==> src/isr_pkg.sv <==
// shared constants for the interleaved sram ready/enable logic
// assumes a single 20 MHz system clock and a synchronous reset
package isr_pkg;
  // ------------------------------------------------------------
  // timing
  // ------------------------------------------------------------
  localparam int CLOCK_PERIOD_NS = 50;
  localparam int WE_MIN_PULSE_NS = 35;
  localparam int WE_MIN_CYCLES   =
    (WE_MIN_PULSE_NS + CLOCK_PERIOD_NS - 1) / CLOCK_PERIOD_NS;
  // ------------------------------------------------------------
  // counter layout
  // ------------------------------------------------------------
  localparam int CNT_WIDTH  = 8;
  localparam int UPPER_BITS = 7;
  localparam int LOWER_BITS = 4;
  localparam logic [CNT_WIDTH-1:0] CNT_RESET = 8'h00;
  localparam logic STRAP_EVEN = 1'b1;
  localparam logic STRAP_ODD  = 1'b0;
endpackage

==> src/isr_bank_counter.sv <==
// one bank address counter, shared design for both banks
// assumes load and count come from the controller on the same clock
`timescale 1ns/1ps
module isr_bank_counter
  import isr_pkg::*;
(
  // clock and reset
  input  wire logic                 clock_i,
  input  wire logic                 rst_i,
  // strap and control
  input  wire logic                 even_strap_i,
  input  wire logic                 address_capture_i,
  input  wire logic                 advance_enable_i,
  input  wire logic                 bank_phase_input_i,
  input  wire logic [CNT_WIDTH-1:0] load_value_i,
  // count
  output logic      [CNT_WIDTH-1:0] count_o,
  output logic                      carry_o
);
  import isr_pkg::*;

  logic [LOWER_BITS-1:0] lower;
  logic [CNT_WIDTH-LOWER_BITS-1:0] upper;
  logic                  upper_step;
  logic                  lower_full;

  assign upper_step = advance_enable_i & lower[0];
  assign lower_full = &lower[LOWER_BITS-1:1];
  assign carry_o    = upper_step & lower_full;
  assign count_o    = {upper, lower};

  // ------------------------------------------------------------
  // lower half
  // ------------------------------------------------------------
  // strap picks lsb treatment
  always_ff @(posedge clock_i) begin
    if (rst_i) begin
      lower <= CNT_RESET[LOWER_BITS-1:0];
    end else if (address_capture_i) begin
      // odd lsb forced to zero on load, so one count enable serves both
      lower <= {load_value_i[LOWER_BITS-1:1],
                (even_strap_i == STRAP_EVEN) ? load_value_i[0] : 1'b0};
    end else if (advance_enable_i) begin
      if (upper_step) begin
        lower[LOWER_BITS-1:1] <= lower[LOWER_BITS-1:1] + 3'h1;
      end
      lower[0] <= (even_strap_i == STRAP_EVEN) ? ~lower[0] : bank_phase_input_i;
    end
  end

  // ------------------------------------------------------------
  // upper half
  // ------------------------------------------------------------
  always_ff @(posedge clock_i) begin
    if (rst_i) begin
      upper <= CNT_RESET[CNT_WIDTH-1:LOWER_BITS];
    end else if (address_capture_i) begin
      upper <= load_value_i[CNT_WIDTH-1:LOWER_BITS];
    end else if (carry_o) begin
      upper <= upper + 4'h1;
    end
  end

  // upper moves only with lsb set
  a_upper_gate: assert property (@(posedge clock_i) disable iff (rst_i)
    (!address_capture_i && !upper_step) |=> $stable(count_o[CNT_WIDTH-1:1]))
    else $error("upper counter bits moved without lsb and enable");
endmodule

==> src/isr_ready_enable.sv <==
// ready, output enable, write enable and chip enable for two-bank sram
// assumes decode and exit conditions come from the surrounding controller
//
// Notes on behaviour
// - instr ready two cycles after request
// - burst ready when request and ack held
// - no instr ready during its load cycle
// - instr ready is combinational
// - even lsb picks instr bank drive
// - data ready early on writes
// - data bank drives only on reads
// - registered write enable whole second cycle
// - write enable needs prior data ready
// - odd bank takes even lsb as phase input
// - write data capture by phase only
// - registered chip enable held until load
// - deselect only on a load without block hit
// - split counters pass carry upward
// - strap selects even or odd counter
// - upper bits step when lsb set
// - counter lsbs differ after each count step
// - instr load is one-cycle pulse
// - counters advance on count enable
// - even lsb high means even second half
// - data access blocks instr acknowledge
`timescale 1ns/1ps
module isr_ready_enable
  import isr_pkg::*;
(
  // clock and reset
  input  wire logic                 clock_i,
  input  wire logic                 rst_i,
  // processor requests
  input  wire logic                 instr_request_i,
  input  wire logic                 data_request_i,
  input  wire logic                 instr_burst_request_i,
  input  wire logic                 data_burst_request_i,
  input  wire logic                 bus_invalid_i,
  input  wire logic                 read_not_write_i,
  input  wire logic [CNT_WIDTH-1:0] address_i,
  // decode and exits
  input  wire logic                 instr_block_hit_i,
  input  wire logic                 data_block_hit_i,
  input  wire logic                 instr_exit_i,
  input  wire logic                 data_exit_i,
  // acknowledges and ready
  output logic                      instr_burst_ack_o,
  output logic                      data_burst_ack_o,
  output logic                      instr_ready_out_o,
  output logic                      data_ready_out_o,
  // bank enables
  output logic                      even_bank_instr_drive_o,
  output logic                      odd_bank_instr_drive_o,
  output logic                      even_bank_data_drive_o,
  output logic                      odd_bank_data_drive_o,
  output logic                      even_write_en_o,
  output logic                      odd_write_en_o,
  output logic                      even_write_data_capture_en_o,
  output logic                      odd_write_data_capture_en_o,
  output logic                      chip_enable_o,
  // bank addresses
  output logic [UPPER_BITS-1:0]     even_bank_address_o,
  output logic [UPPER_BITS-1:0]     odd_bank_address_o
);
  import isr_pkg::*;

  logic instr_load_pulse;
  logic instr_load_pulse_dly;
  logic data_load_pulse;
  logic data_load_pulse_dly;
  logic instr_burst_ack_dly;
  logic data_burst_ack_dly;
  logic instr_burst_request_dly;
  logic data_burst_request_dly;
  logic bus_invalid_dly;
  logic address_capture;
  logic advance_enable;
  logic block_selected;
  logic instr_burst_go;
  logic data_burst_go;
  logic even_counter_phase_bit;
  logic odd_counter_lsb;
  logic [CNT_WIDTH-1:0] even_count;
  logic [CNT_WIDTH-1:0] odd_count;
  logic next_instr_ack;
  logic next_data_ack;

  // ------------------------------------------------------------
  // acknowledge state
  // ------------------------------------------------------------
  // a held acknowledge blocks the other access
  assign next_instr_ack = (instr_block_hit_i & ~data_burst_ack_o & ~bus_invalid_i)
                        | (~instr_exit_i & instr_burst_ack_o);
  assign next_data_ack  = (data_block_hit_i & ~instr_burst_ack_o & ~bus_invalid_i)
                        | (~data_exit_i & data_burst_ack_o);

  always_ff @(posedge clock_i) begin
    if (rst_i) begin
      instr_burst_ack_o <= 1'b0;
      data_burst_ack_o  <= 1'b0;
    end else begin
      instr_burst_ack_o <= next_instr_ack;
      data_burst_ack_o  <= next_data_ack;
    end
  end

  // ------------------------------------------------------------
  // load pulses and delayed copies
  // ------------------------------------------------------------
  // one-cycle qualified load pulse
  always_ff @(posedge clock_i) begin
    if (rst_i) begin
      instr_load_pulse     <= 1'b0;
      instr_load_pulse_dly <= 1'b0;
      data_load_pulse      <= 1'b0;
      data_load_pulse_dly  <= 1'b0;
    end else begin
      instr_load_pulse     <= ~data_burst_ack_o & instr_block_hit_i & ~instr_load_pulse
                            & ~instr_load_pulse_dly & ~bus_invalid_i;
      instr_load_pulse_dly <= instr_load_pulse;
      data_load_pulse      <= ~instr_burst_ack_o & data_block_hit_i & ~data_load_pulse
                            & ~data_load_pulse_dly & ~bus_invalid_dly;
      data_load_pulse_dly  <= data_load_pulse;
    end
  end

  // late burst requests can only be used registered
  always_ff @(posedge clock_i) begin
    if (rst_i) begin
      instr_burst_ack_dly     <= 1'b0;
      data_burst_ack_dly      <= 1'b0;
      instr_burst_request_dly <= 1'b0;
      data_burst_request_dly  <= 1'b0;
      bus_invalid_dly         <= 1'b0;
    end else begin
      instr_burst_ack_dly     <= instr_burst_ack_o;
      data_burst_ack_dly      <= data_burst_ack_o;
      instr_burst_request_dly <= instr_burst_request_i;
      data_burst_request_dly  <= data_burst_request_i;
      bus_invalid_dly         <= bus_invalid_i;
    end
  end

  // ------------------------------------------------------------
  // load and count
  // ------------------------------------------------------------
  assign address_capture = (instr_request_i & ~data_burst_ack_o & ~instr_load_pulse
                            & ~instr_load_pulse_dly)
                         | (data_request_i & ~instr_burst_ack_o & ~data_load_pulse
                            & ~data_load_pulse_dly);
  assign advance_enable  = instr_load_pulse | data_load_pulse
                         | (~bus_invalid_dly & instr_burst_request_dly & instr_burst_ack_o)
                         | (~bus_invalid_dly & data_burst_request_dly & data_burst_ack_o);
  assign block_selected  = instr_block_hit_i | data_block_hit_i;

  // ------------------------------------------------------------
  // ready and bank drives
  // ------------------------------------------------------------
  // continued burst ready term
  assign instr_burst_go = ~bus_invalid_dly & instr_burst_request_dly & instr_burst_ack_dly;
  assign data_burst_go  = ~bus_invalid_dly & data_burst_request_dly & data_burst_ack_dly;
  assign instr_ready_out_o = instr_load_pulse_dly | (instr_burst_go & ~instr_load_pulse);
  assign data_ready_out_o  = (~read_not_write_i & data_load_pulse)
                           | (read_not_write_i & data_load_pulse_dly)
                           | (data_burst_go & ~data_load_pulse);

  // even lsb marks even second half
  assign even_counter_phase_bit = even_count[0];
  assign odd_counter_lsb        = odd_count[0];
  assign even_bank_instr_drive_o = instr_ready_out_o & even_counter_phase_bit;
  assign odd_bank_instr_drive_o  = instr_ready_out_o & ~even_counter_phase_bit;
  assign even_bank_data_drive_o  = read_not_write_i & even_counter_phase_bit
                                 & (data_load_pulse_dly | (data_burst_go & ~data_load_pulse));
  assign odd_bank_data_drive_o   = read_not_write_i & ~even_counter_phase_bit
                                 & (data_load_pulse_dly | (data_burst_go & ~data_load_pulse));

  assign even_write_data_capture_en_o = even_counter_phase_bit;
  assign odd_write_data_capture_en_o  = ~even_counter_phase_bit;

  // ------------------------------------------------------------
  // write enables and chip enable
  // ------------------------------------------------------------
  // registered write enable, writes only
  always_ff @(posedge clock_i) begin
    if (rst_i) begin
      even_write_en_o <= 1'b0;
      odd_write_en_o  <= 1'b0;
    end else begin
      even_write_en_o <= data_ready_out_o & ~read_not_write_i & even_counter_phase_bit;
      odd_write_en_o  <= data_ready_out_o & ~read_not_write_i & ~even_counter_phase_bit;
    end
  end

  always_ff @(posedge clock_i) begin
    if (rst_i) begin
      chip_enable_o <= 1'b0;
    end else if (address_capture) begin
      chip_enable_o <= block_selected;
    end
  end

  // ------------------------------------------------------------
  // bank counters
  // ------------------------------------------------------------
  // even strap high, odd strap low
  isr_bank_counter u_even_counter (
    .clock_i            (clock_i),
    .rst_i              (rst_i),
    .even_strap_i       (STRAP_EVEN),
    .address_capture_i  (address_capture),
    .advance_enable_i   (advance_enable),
    .bank_phase_input_i (1'b0),
    .load_value_i       (address_i),
    .count_o            (even_count),
    .carry_o            ()
  );

  isr_bank_counter u_odd_counter (
    .clock_i            (clock_i),
    .rst_i              (rst_i),
    .even_strap_i       (STRAP_ODD),
    .address_capture_i  (address_capture),
    .advance_enable_i   (advance_enable),
    .bank_phase_input_i (even_counter_phase_bit),
    .load_value_i       (address_i),
    .count_o            (odd_count),
    .carry_o            ()
  );

  assign even_bank_address_o = even_count[CNT_WIDTH-1:1];
  assign odd_bank_address_o  = odd_count[CNT_WIDTH-1:1];

  // ------------------------------------------------------------
  // checks
  // ------------------------------------------------------------
  a_instr_ready_delay: assert property (@(posedge clock_i) disable iff (rst_i)
    instr_load_pulse |=> instr_ready_out_o)
    else $error("instr ready missing after load");

  a_burst_ready_cause: assert property (@(posedge clock_i) disable iff (rst_i)
    (instr_burst_request_i && instr_burst_ack_o && !bus_invalid_i)
      ##1 !instr_load_pulse |-> instr_ready_out_o)
    else $error("burst ready missing");

  a_load_masks_ready: assert property (@(posedge clock_i) disable iff (rst_i)
    (instr_load_pulse && !instr_load_pulse_dly) |-> !instr_ready_out_o)
    else $error("instr ready during load cycle");

  a_instr_bank_pick: assert property (@(posedge clock_i) disable iff (rst_i)
    instr_ready_out_o |-> (even_bank_instr_drive_o == even_count[0])
                        && (odd_bank_instr_drive_o != even_count[0]))
    else $error("wrong instr bank driven");

  a_write_early_ready: assert property (@(posedge clock_i) disable iff (rst_i)
    (data_load_pulse && !read_not_write_i) |-> data_ready_out_o)
    else $error("write ready not early");

  a_data_read_only: assert property (@(posedge clock_i) disable iff (rst_i)
    !read_not_write_i |-> !(even_bank_data_drive_o || odd_bank_data_drive_o))
    else $error("data bank driven on write");

  a_we_needs_ready: assert property (@(posedge clock_i) disable iff (rst_i)
    (even_write_en_o || odd_write_en_o) |-> $past(data_ready_out_o))
    else $error("write enable without prior ready");

  a_load_one_cycle: assert property (@(posedge clock_i) disable iff (rst_i)
    instr_load_pulse |=> !instr_load_pulse ##0 instr_load_pulse_dly)
    else $error("instr load not a single pulse");

  a_lsb_differ: assert property (@(posedge clock_i) disable iff (rst_i)
    (advance_enable && !address_capture) ##1 (advance_enable && !address_capture)
      |=> even_count[0] != odd_counter_lsb)
    else $error("counter lsbs equal during burst");

  a_data_priority: assert property (@(posedge clock_i) disable iff (rst_i)
    (data_burst_ack_o && !instr_burst_ack_o) |=> !instr_burst_ack_o)
    else $error("instr ack rose during data access");

  a_ce_holds: assert property (@(posedge clock_i) disable iff (rst_i)
    !address_capture |=> $stable(chip_enable_o))
    else $error("chip enable changed without load");

  a_reset_clears: assert property (@(posedge clock_i) rst_i |=>
    !(instr_burst_ack_o || data_burst_ack_o || even_write_en_o || odd_write_en_o
      || chip_enable_o))
    else $error("registered outputs not cleared by reset");

  a_load_needs_hit: assert property (@(posedge clock_i) disable iff (rst_i)
    instr_load_pulse |-> $past(instr_block_hit_i && !bus_invalid_i))
    else $error("instr load without valid hit");

  a_count_step: assert property (@(posedge clock_i) disable iff (rst_i)
    (advance_enable && !address_capture) |=> (even_count[0] != $past(even_count[0])))
    else $error("counter did not advance on count enable");

  a_invalid_no_ready: assert property (@(posedge clock_i) disable iff (rst_i)
    (bus_invalid_dly && !instr_load_pulse_dly) |-> !instr_ready_out_o)
    else $error("instr ready after invalid bus");

  a_read_ready_late: assert property (@(posedge clock_i) disable iff (rst_i)
    (data_load_pulse && read_not_write_i) |-> !data_ready_out_o)
    else $error("read ready in load cycle");

  a_data_bank_pick: assert property (@(posedge clock_i) disable iff (rst_i)
    (data_ready_out_o && read_not_write_i)
      |-> (even_bank_data_drive_o == even_counter_phase_bit)
       && (odd_bank_data_drive_o != even_counter_phase_bit))
    else $error("wrong data bank driven");

  a_we_writes_only: assert property (@(posedge clock_i) disable iff (rst_i)
    (even_write_en_o || odd_write_en_o) |-> $past(!read_not_write_i))
    else $error("write enable after a read");

  a_we_one_bank: assert property (@(posedge clock_i) disable iff (rst_i)
    !(even_write_en_o && odd_write_en_o))
    else $error("both banks written at once");

  a_odd_we_phase: assert property (@(posedge clock_i) disable iff (rst_i)
    odd_write_en_o |-> $past(!even_counter_phase_bit))
    else $error("odd write enable in even phase");

  a_ce_loads_hit: assert property (@(posedge clock_i) disable iff (rst_i)
    address_capture |=> (chip_enable_o == $past(block_selected)))
    else $error("chip enable did not follow block hit");
endmodule

==> config.mk <==
export PLATFORM = sky130hd
export DESIGN_NAME = isr_ready_enable
export DESIGN_NICKNAME = d
export VERILOG_FILES = /design/src/isr_pkg.sv /design/src/isr_bank_counter.sv /design/src/isr_ready_enable.sv
export SDC_FILE = /design/constraint.sdc
export NUM_CORES = 1
export LEC_CHECK = 0
export BUFFER_PORTS_ARGS = -buffer_cell sky130_fd_sc_hd__buf_2
export CAP_MARGIN = 30
export CORE_ASPECT_RATIO = 0.9
export CORE_UTILIZATION = 40
export CTS_CLUSTER_DIAMETER = 50
export CTS_CLUSTER_SIZE = 24
export DETAILED_ROUTE_END_ITERATION = 16
export HOLD_SLACK_MARGIN = 0.12
export MAX_ROUTING_LAYER = met4
export PLACE_DENSITY = 0.66
export SKIP_CTS_REPAIR_TIMING = 1
export SLEW_MARGIN = 20
export SYNTH_ARGS = -nofsm -noshare
export SYNTH_HDL_FRONTEND = slang
export SYNTH_HIERARCHICAL = 1
export SYNTH_SLANG_ARGS = --single-unit
==> constraint.sdc <==
create_clock -name clock_i -period 4 [get_ports clock_i]
set_clock_uncertainty 0.05 [all_clocks]
set_input_delay 0.2 -clock clock_i [delete_from_list [all_inputs] [get_ports clock_i]]
set_output_delay 0.2 -clock clock_i [all_outputs]
set_load 0.05 [all_outputs]
### Word-level counts from Yosys, hierarchy flattened

Index checks and enable logic that the tools add are counted.

| word-level totals | value |
|---|---|
| bits in registers | 30 |
| input port bits | 20 |
| logic and storage cells | 108 |

| operators by class | value |
|---|---|
| add/subtract/negate cells | 4 |
| muxes and demuxes | 10 |
| bitwise logic cells | 64 |
| reductions and logical operators | 10 |

Operators with widths:

| cell | number |
|---|---|
| $and A1 B1 Y1 | 41 |
| $mux W4 | 8 |
| $not A1 Y1 | 12 |
| $or A1 B1 Y1 | 11 |
| $reduce_bool A2 Y1 | 5 |
| $add A4 B1 Y4 const B | 2 |
| $add A3 B1 Y3 const B | 2 |
| $mux W3 | 2 |
| $reduce_and A3 Y1 | 2 |
| $reduce_and A2 Y1 | 2 |
| $reduce_or A2 Y1 | 1 |

### Logic depth before layout (Yosys ltp)

| logic depth | value |
|---|---|
| depth in word-level cells | 9 |
| gate-level depth with buffers | 6 |
| depth with buffers taken out | 5 |

### Cells and area by module

The synthesis kept the hierarchy.

By module, submodules not included:

| module | times used | cells each | area an instance (um2) | seq. area each (um2) |
|---|---|---|---|---|
| isr_bank_counter | 2 | 48 | 425.4 | 160.2 |
| isr_ready_enable | 1 | 60 | 564.3 | 280.3 |

### Worst setup path before layout

Ideal clock, no wire load.

| timing | value |
|---|---|
| kind | register to register |
| start | register data_burst_ack_o |
| end | register u_even_counter.upper[3] |
| arrival time | 2.565 ns |
| data required time | 3.859 ns |
| slack | 1.294 ns |
| stages on the path, launching flop included | 6 |
| buffers on the path | 0 |
| period minus slack after synthesis | 2.706 ns |
| path through | dfxtp_1 > a22oi_1 > o21ai_0 > nand3_4 > or3_1 > a311oi_1 |

| on the way | value |
|---|---|
| elaborated cells between the ends (all ways) | 11 |
| classes of those cells | mux (1); bitwise (9); reduce/logical (1) |

RTL lines:

| item | line | source |
|---|---|---|
| from (decl) | isr_ready_enable.sv:48 | `output logic data_burst_ack_o,` |
| from (signal assigned) | isr_ready_enable.sv:103 | `data_burst_ack_o <= next_data_ack;` |
| $and A1 B1 Y1 | isr_ready_enable.sv:153 | `\| (~bus_invalid_dly & data_burst_request_dly & data_burst_ack_o);` |
| $or A1 B1 Y1 | isr_ready_enable.sv:153 |  |
| named net advance_enable | isr_ready_enable.sv:77 | `logic advance_enable;` |
| $and A1 B1 Y1 | isr_bank_counter.sv:27 | `assign upper_step = advance_enable_i & lower[0];` |
| $and A1 B1 Y1 | isr_bank_counter.sv:29 | `assign carry_o = upper_step & lower_full;` |
| $reduce_bool A2 Y1 (no line) | n/a |  |
| to (signal assigned) | isr_bank_counter.sv:56 | `upper <= CNT_RESET[CNT_WIDTH-1:LOWER_BITS];` |
| to (signal assigned) | isr_bank_counter.sv:58 | `upper <= load_value_i[CNT_WIDTH-1:LOWER_BITS];` |
| to (signal assigned) | isr_bank_counter.sv:60 | `upper <= upper + 4'h1;` |
| to (decl) | isr_bank_counter.sv:23 | `logic [CNT_WIDTH-LOWER_BITS-1:0] upper;` |

The timed path passes the listed nets, and every way through them passes these cells.
A chain may end at the register's enable or synchronous reset.

### Worst setup path in the final report

| timing | value |
|---|---|
| start | register data_load_pulse |
| end | output odd_bank_data_drive_o |

| on the way | value |
|---|---|
| longest elaborated chain between the ends | 4 |

RTL lines:

| item | line | source |
|---|---|---|
| from (decl) | isr_ready_enable.sv:69 | `logic data_load_pulse;` |
| from (signal assigned) | isr_ready_enable.sv:121 | `data_load_pulse <= ~instr_burst_ack_o & data_block_hit_i & ~data_load_pulse` |
| $not A1 Y1 | isr_ready_enable.sv:175 | `& (data_load_pulse_dly \| (data_burst_go & ~data_load_pulse));` |
| $and A1 B1 Y1 | isr_ready_enable.sv:175 |  |
| $or A1 B1 Y1 | isr_ready_enable.sv:175 |  |
| $and A1 B1 Y1 | isr_ready_enable.sv:175 |  |
| to (decl) | isr_ready_enable.sv:55 | `output logic odd_bank_data_drive_o,` |

Every way passes these cells.

==> run summary <==
status = completed
wire length on met1 = 1.48 mm
worst r2r src = instr_burst_ack_o
# diodes = 0
Worst VDD drop = 0.000247 V
relative slew slack = 64.7%
Crit Path Class = register to primary output
RSZ-0062 raised after global routing = false
HP Start = instr_exit_i
pwr dens = 456 mW/mm²
Hold WS = 0.121 ns
largest net degree at the start of global routing = 30
Setup crit start kind = register
Overflow after GRT = 0
first-pass GRT wire length = 4.96 mm
Crit path required time = 3.75 ns
final slew viol count = 0
die width = 64.5 µm
Core Region = 0.00338 mm²
TritonCTS buffer count = 5
Achievable Freq = 0.571 GHz
fin util = 54.3%
initial antenna violation count = 0
number of global-route vias before repair = 1176
total power = 0.000836 W
Crit Path Max Fanout = 6
initial drt markers = 66
Max clock buf depth = 2
final hold vios = 0
top sig layer = met4
Hold Path End = instr_burst_ack_o
number of remaining DRC errors = 0
htree depth = 2
Sinks on Clock Net = 30
worst slew pin tran = 0.529 ns
FF-to-FF setup slack = 2.25 ns
layout cell share with drive strength beyond 1 = 28.8%
final setup TNS = 0 ns
Cells after Synth = 154
Period minus WS final = 1.75 ns
Max Cap Viol = 0
clk_lat worst skew = 0.28 ns
DRT Wirelength = 3.09 mm
overall routing resource usage = 18.1%
CTS tree = built
Total Die Area = 0.00376 mm²
area of the multi-input gates = 788 µm²
Vias = 1284
IO Pins = 47
first drt pass iteration count = 4
worst reg2reg path endpoint = u_even_counter/upper[3]
met3 wire length = 168 µm
CP endpoint kind = primary output
FF+latch area = 601 µm²
WP data arrival = 1.50 ns
Rows = 20
final-stage net count = 237
DIE HEIGHT = 58.3 µm
drt wl/cell = 12.1 µm
Worst R2R Path Depth = 6
Port Buffer Count = 46
Leak = 0.838 nW
Worst Hold Class = primary input to register
Final GP Congestion = 0.796
Final ANT Viol Nets = 0
area grow syn2layout = 30.3%
post-DP HPWL = 2.29 mm
initial core utilization = 41.7%
Final Cycle Share = 43.8%
syn_area_per_cell = 9.14 µm²
met2 wire length = 1.41 mm
Fillers = 339
Syn. warnings = 6
hold depth = 3
Worst-path clk slew = 0.07 ns
Root Buffer = clkbuf_8
final setup violating endpoints = 0
vias per cell = 5.02
Netlist Area Pre-Place = 0.00141 mm²
-- cell type report --
class                   count  area share (%)
repair buffers             49            14.1
clock buffers               6            3.96
well taps                  44            3.00
multi-input cells         119            43.0
flip-flops and latches     30            32.7
inverters                   6            1.23
clock inverters             2            2.05
-- report_power, final --
group	internal (W)	leakage (nW)	switching, W
Clock	0.000186	0.0514	0.000115
Combinational	0.0000580	0.539	0.000132
Sequential	0.000322	0.248	0.0000232
-- worst max-delay path: stages (launching register included) --
cell,delay [ns]
dfxtp_1,0.35
nand4bb_1,0.26
a21bo_2,0.26
nor2_1,0.08
buf_2,0.27
-- per-layer routing --
metal | GRT usage (%) | vias to the layer above
met1 | 21.4 | 586
met2 | 28.0 | 35
li1 | - | 659
met5 | - | -
met3 | 5.51 | 4
met4 | 9.21 | 0
-- state kept, by name (all words and copies together), names as in the netlist, 4 cells and up --
| name | count |
|---|---|
| u_even_counter/lower | 4 |
| u_even_counter/upper | 4 |
| u_odd_counter/lower | 4 |
| u_odd_counter/upper | 4 |
-- cell usage in the layout, fill, tap and decap left out, types with 5 or more instances in the layout --
master / count
buf_2: 46
dfxtp_1: 30
nor2_1: 23
nand2_1: 9
a211oi_1: 9
nor2b_1: 9
nand3_1: 9
conb_1: 8
inv_1: 6
xor2_1: 6
a311oi_1: 6
ha_1: 6
clkbuf_8: 5
-- per-stage QoR --
step,instances,instance area [µm²],worst slack (ns)
final,256,1830,2.25
after global routing,256,1830,2.09
after CTS,254,1810,2.25
after detailed placement,246,1700,2.28
after global placement,246,1700,2.29
after floorplan,160,1430,1.31
-- worst max-delay path by stage --
stage,startpoint,depth (start not counted),slack [ns],endpoint
after floorplan,data_burst_ack_o,5,1.31,u_even_counter/upper[3]
after global placement,instr_burst_ack_o,6,2.29,u_even_counter/upper[3]
after detailed placement,instr_burst_ack_o,6,2.28,u_even_counter/upper[3]
after CTS,data_load_pulse,4,2.25,odd_bank_data_drive_o
after global routing,instr_burst_ack_o,6,2.09,u_even_counter/upper[3]
final,data_load_pulse,4,2.25,odd_bank_data_drive_o
No activity file was read; power rests on OpenSTA's default activity.
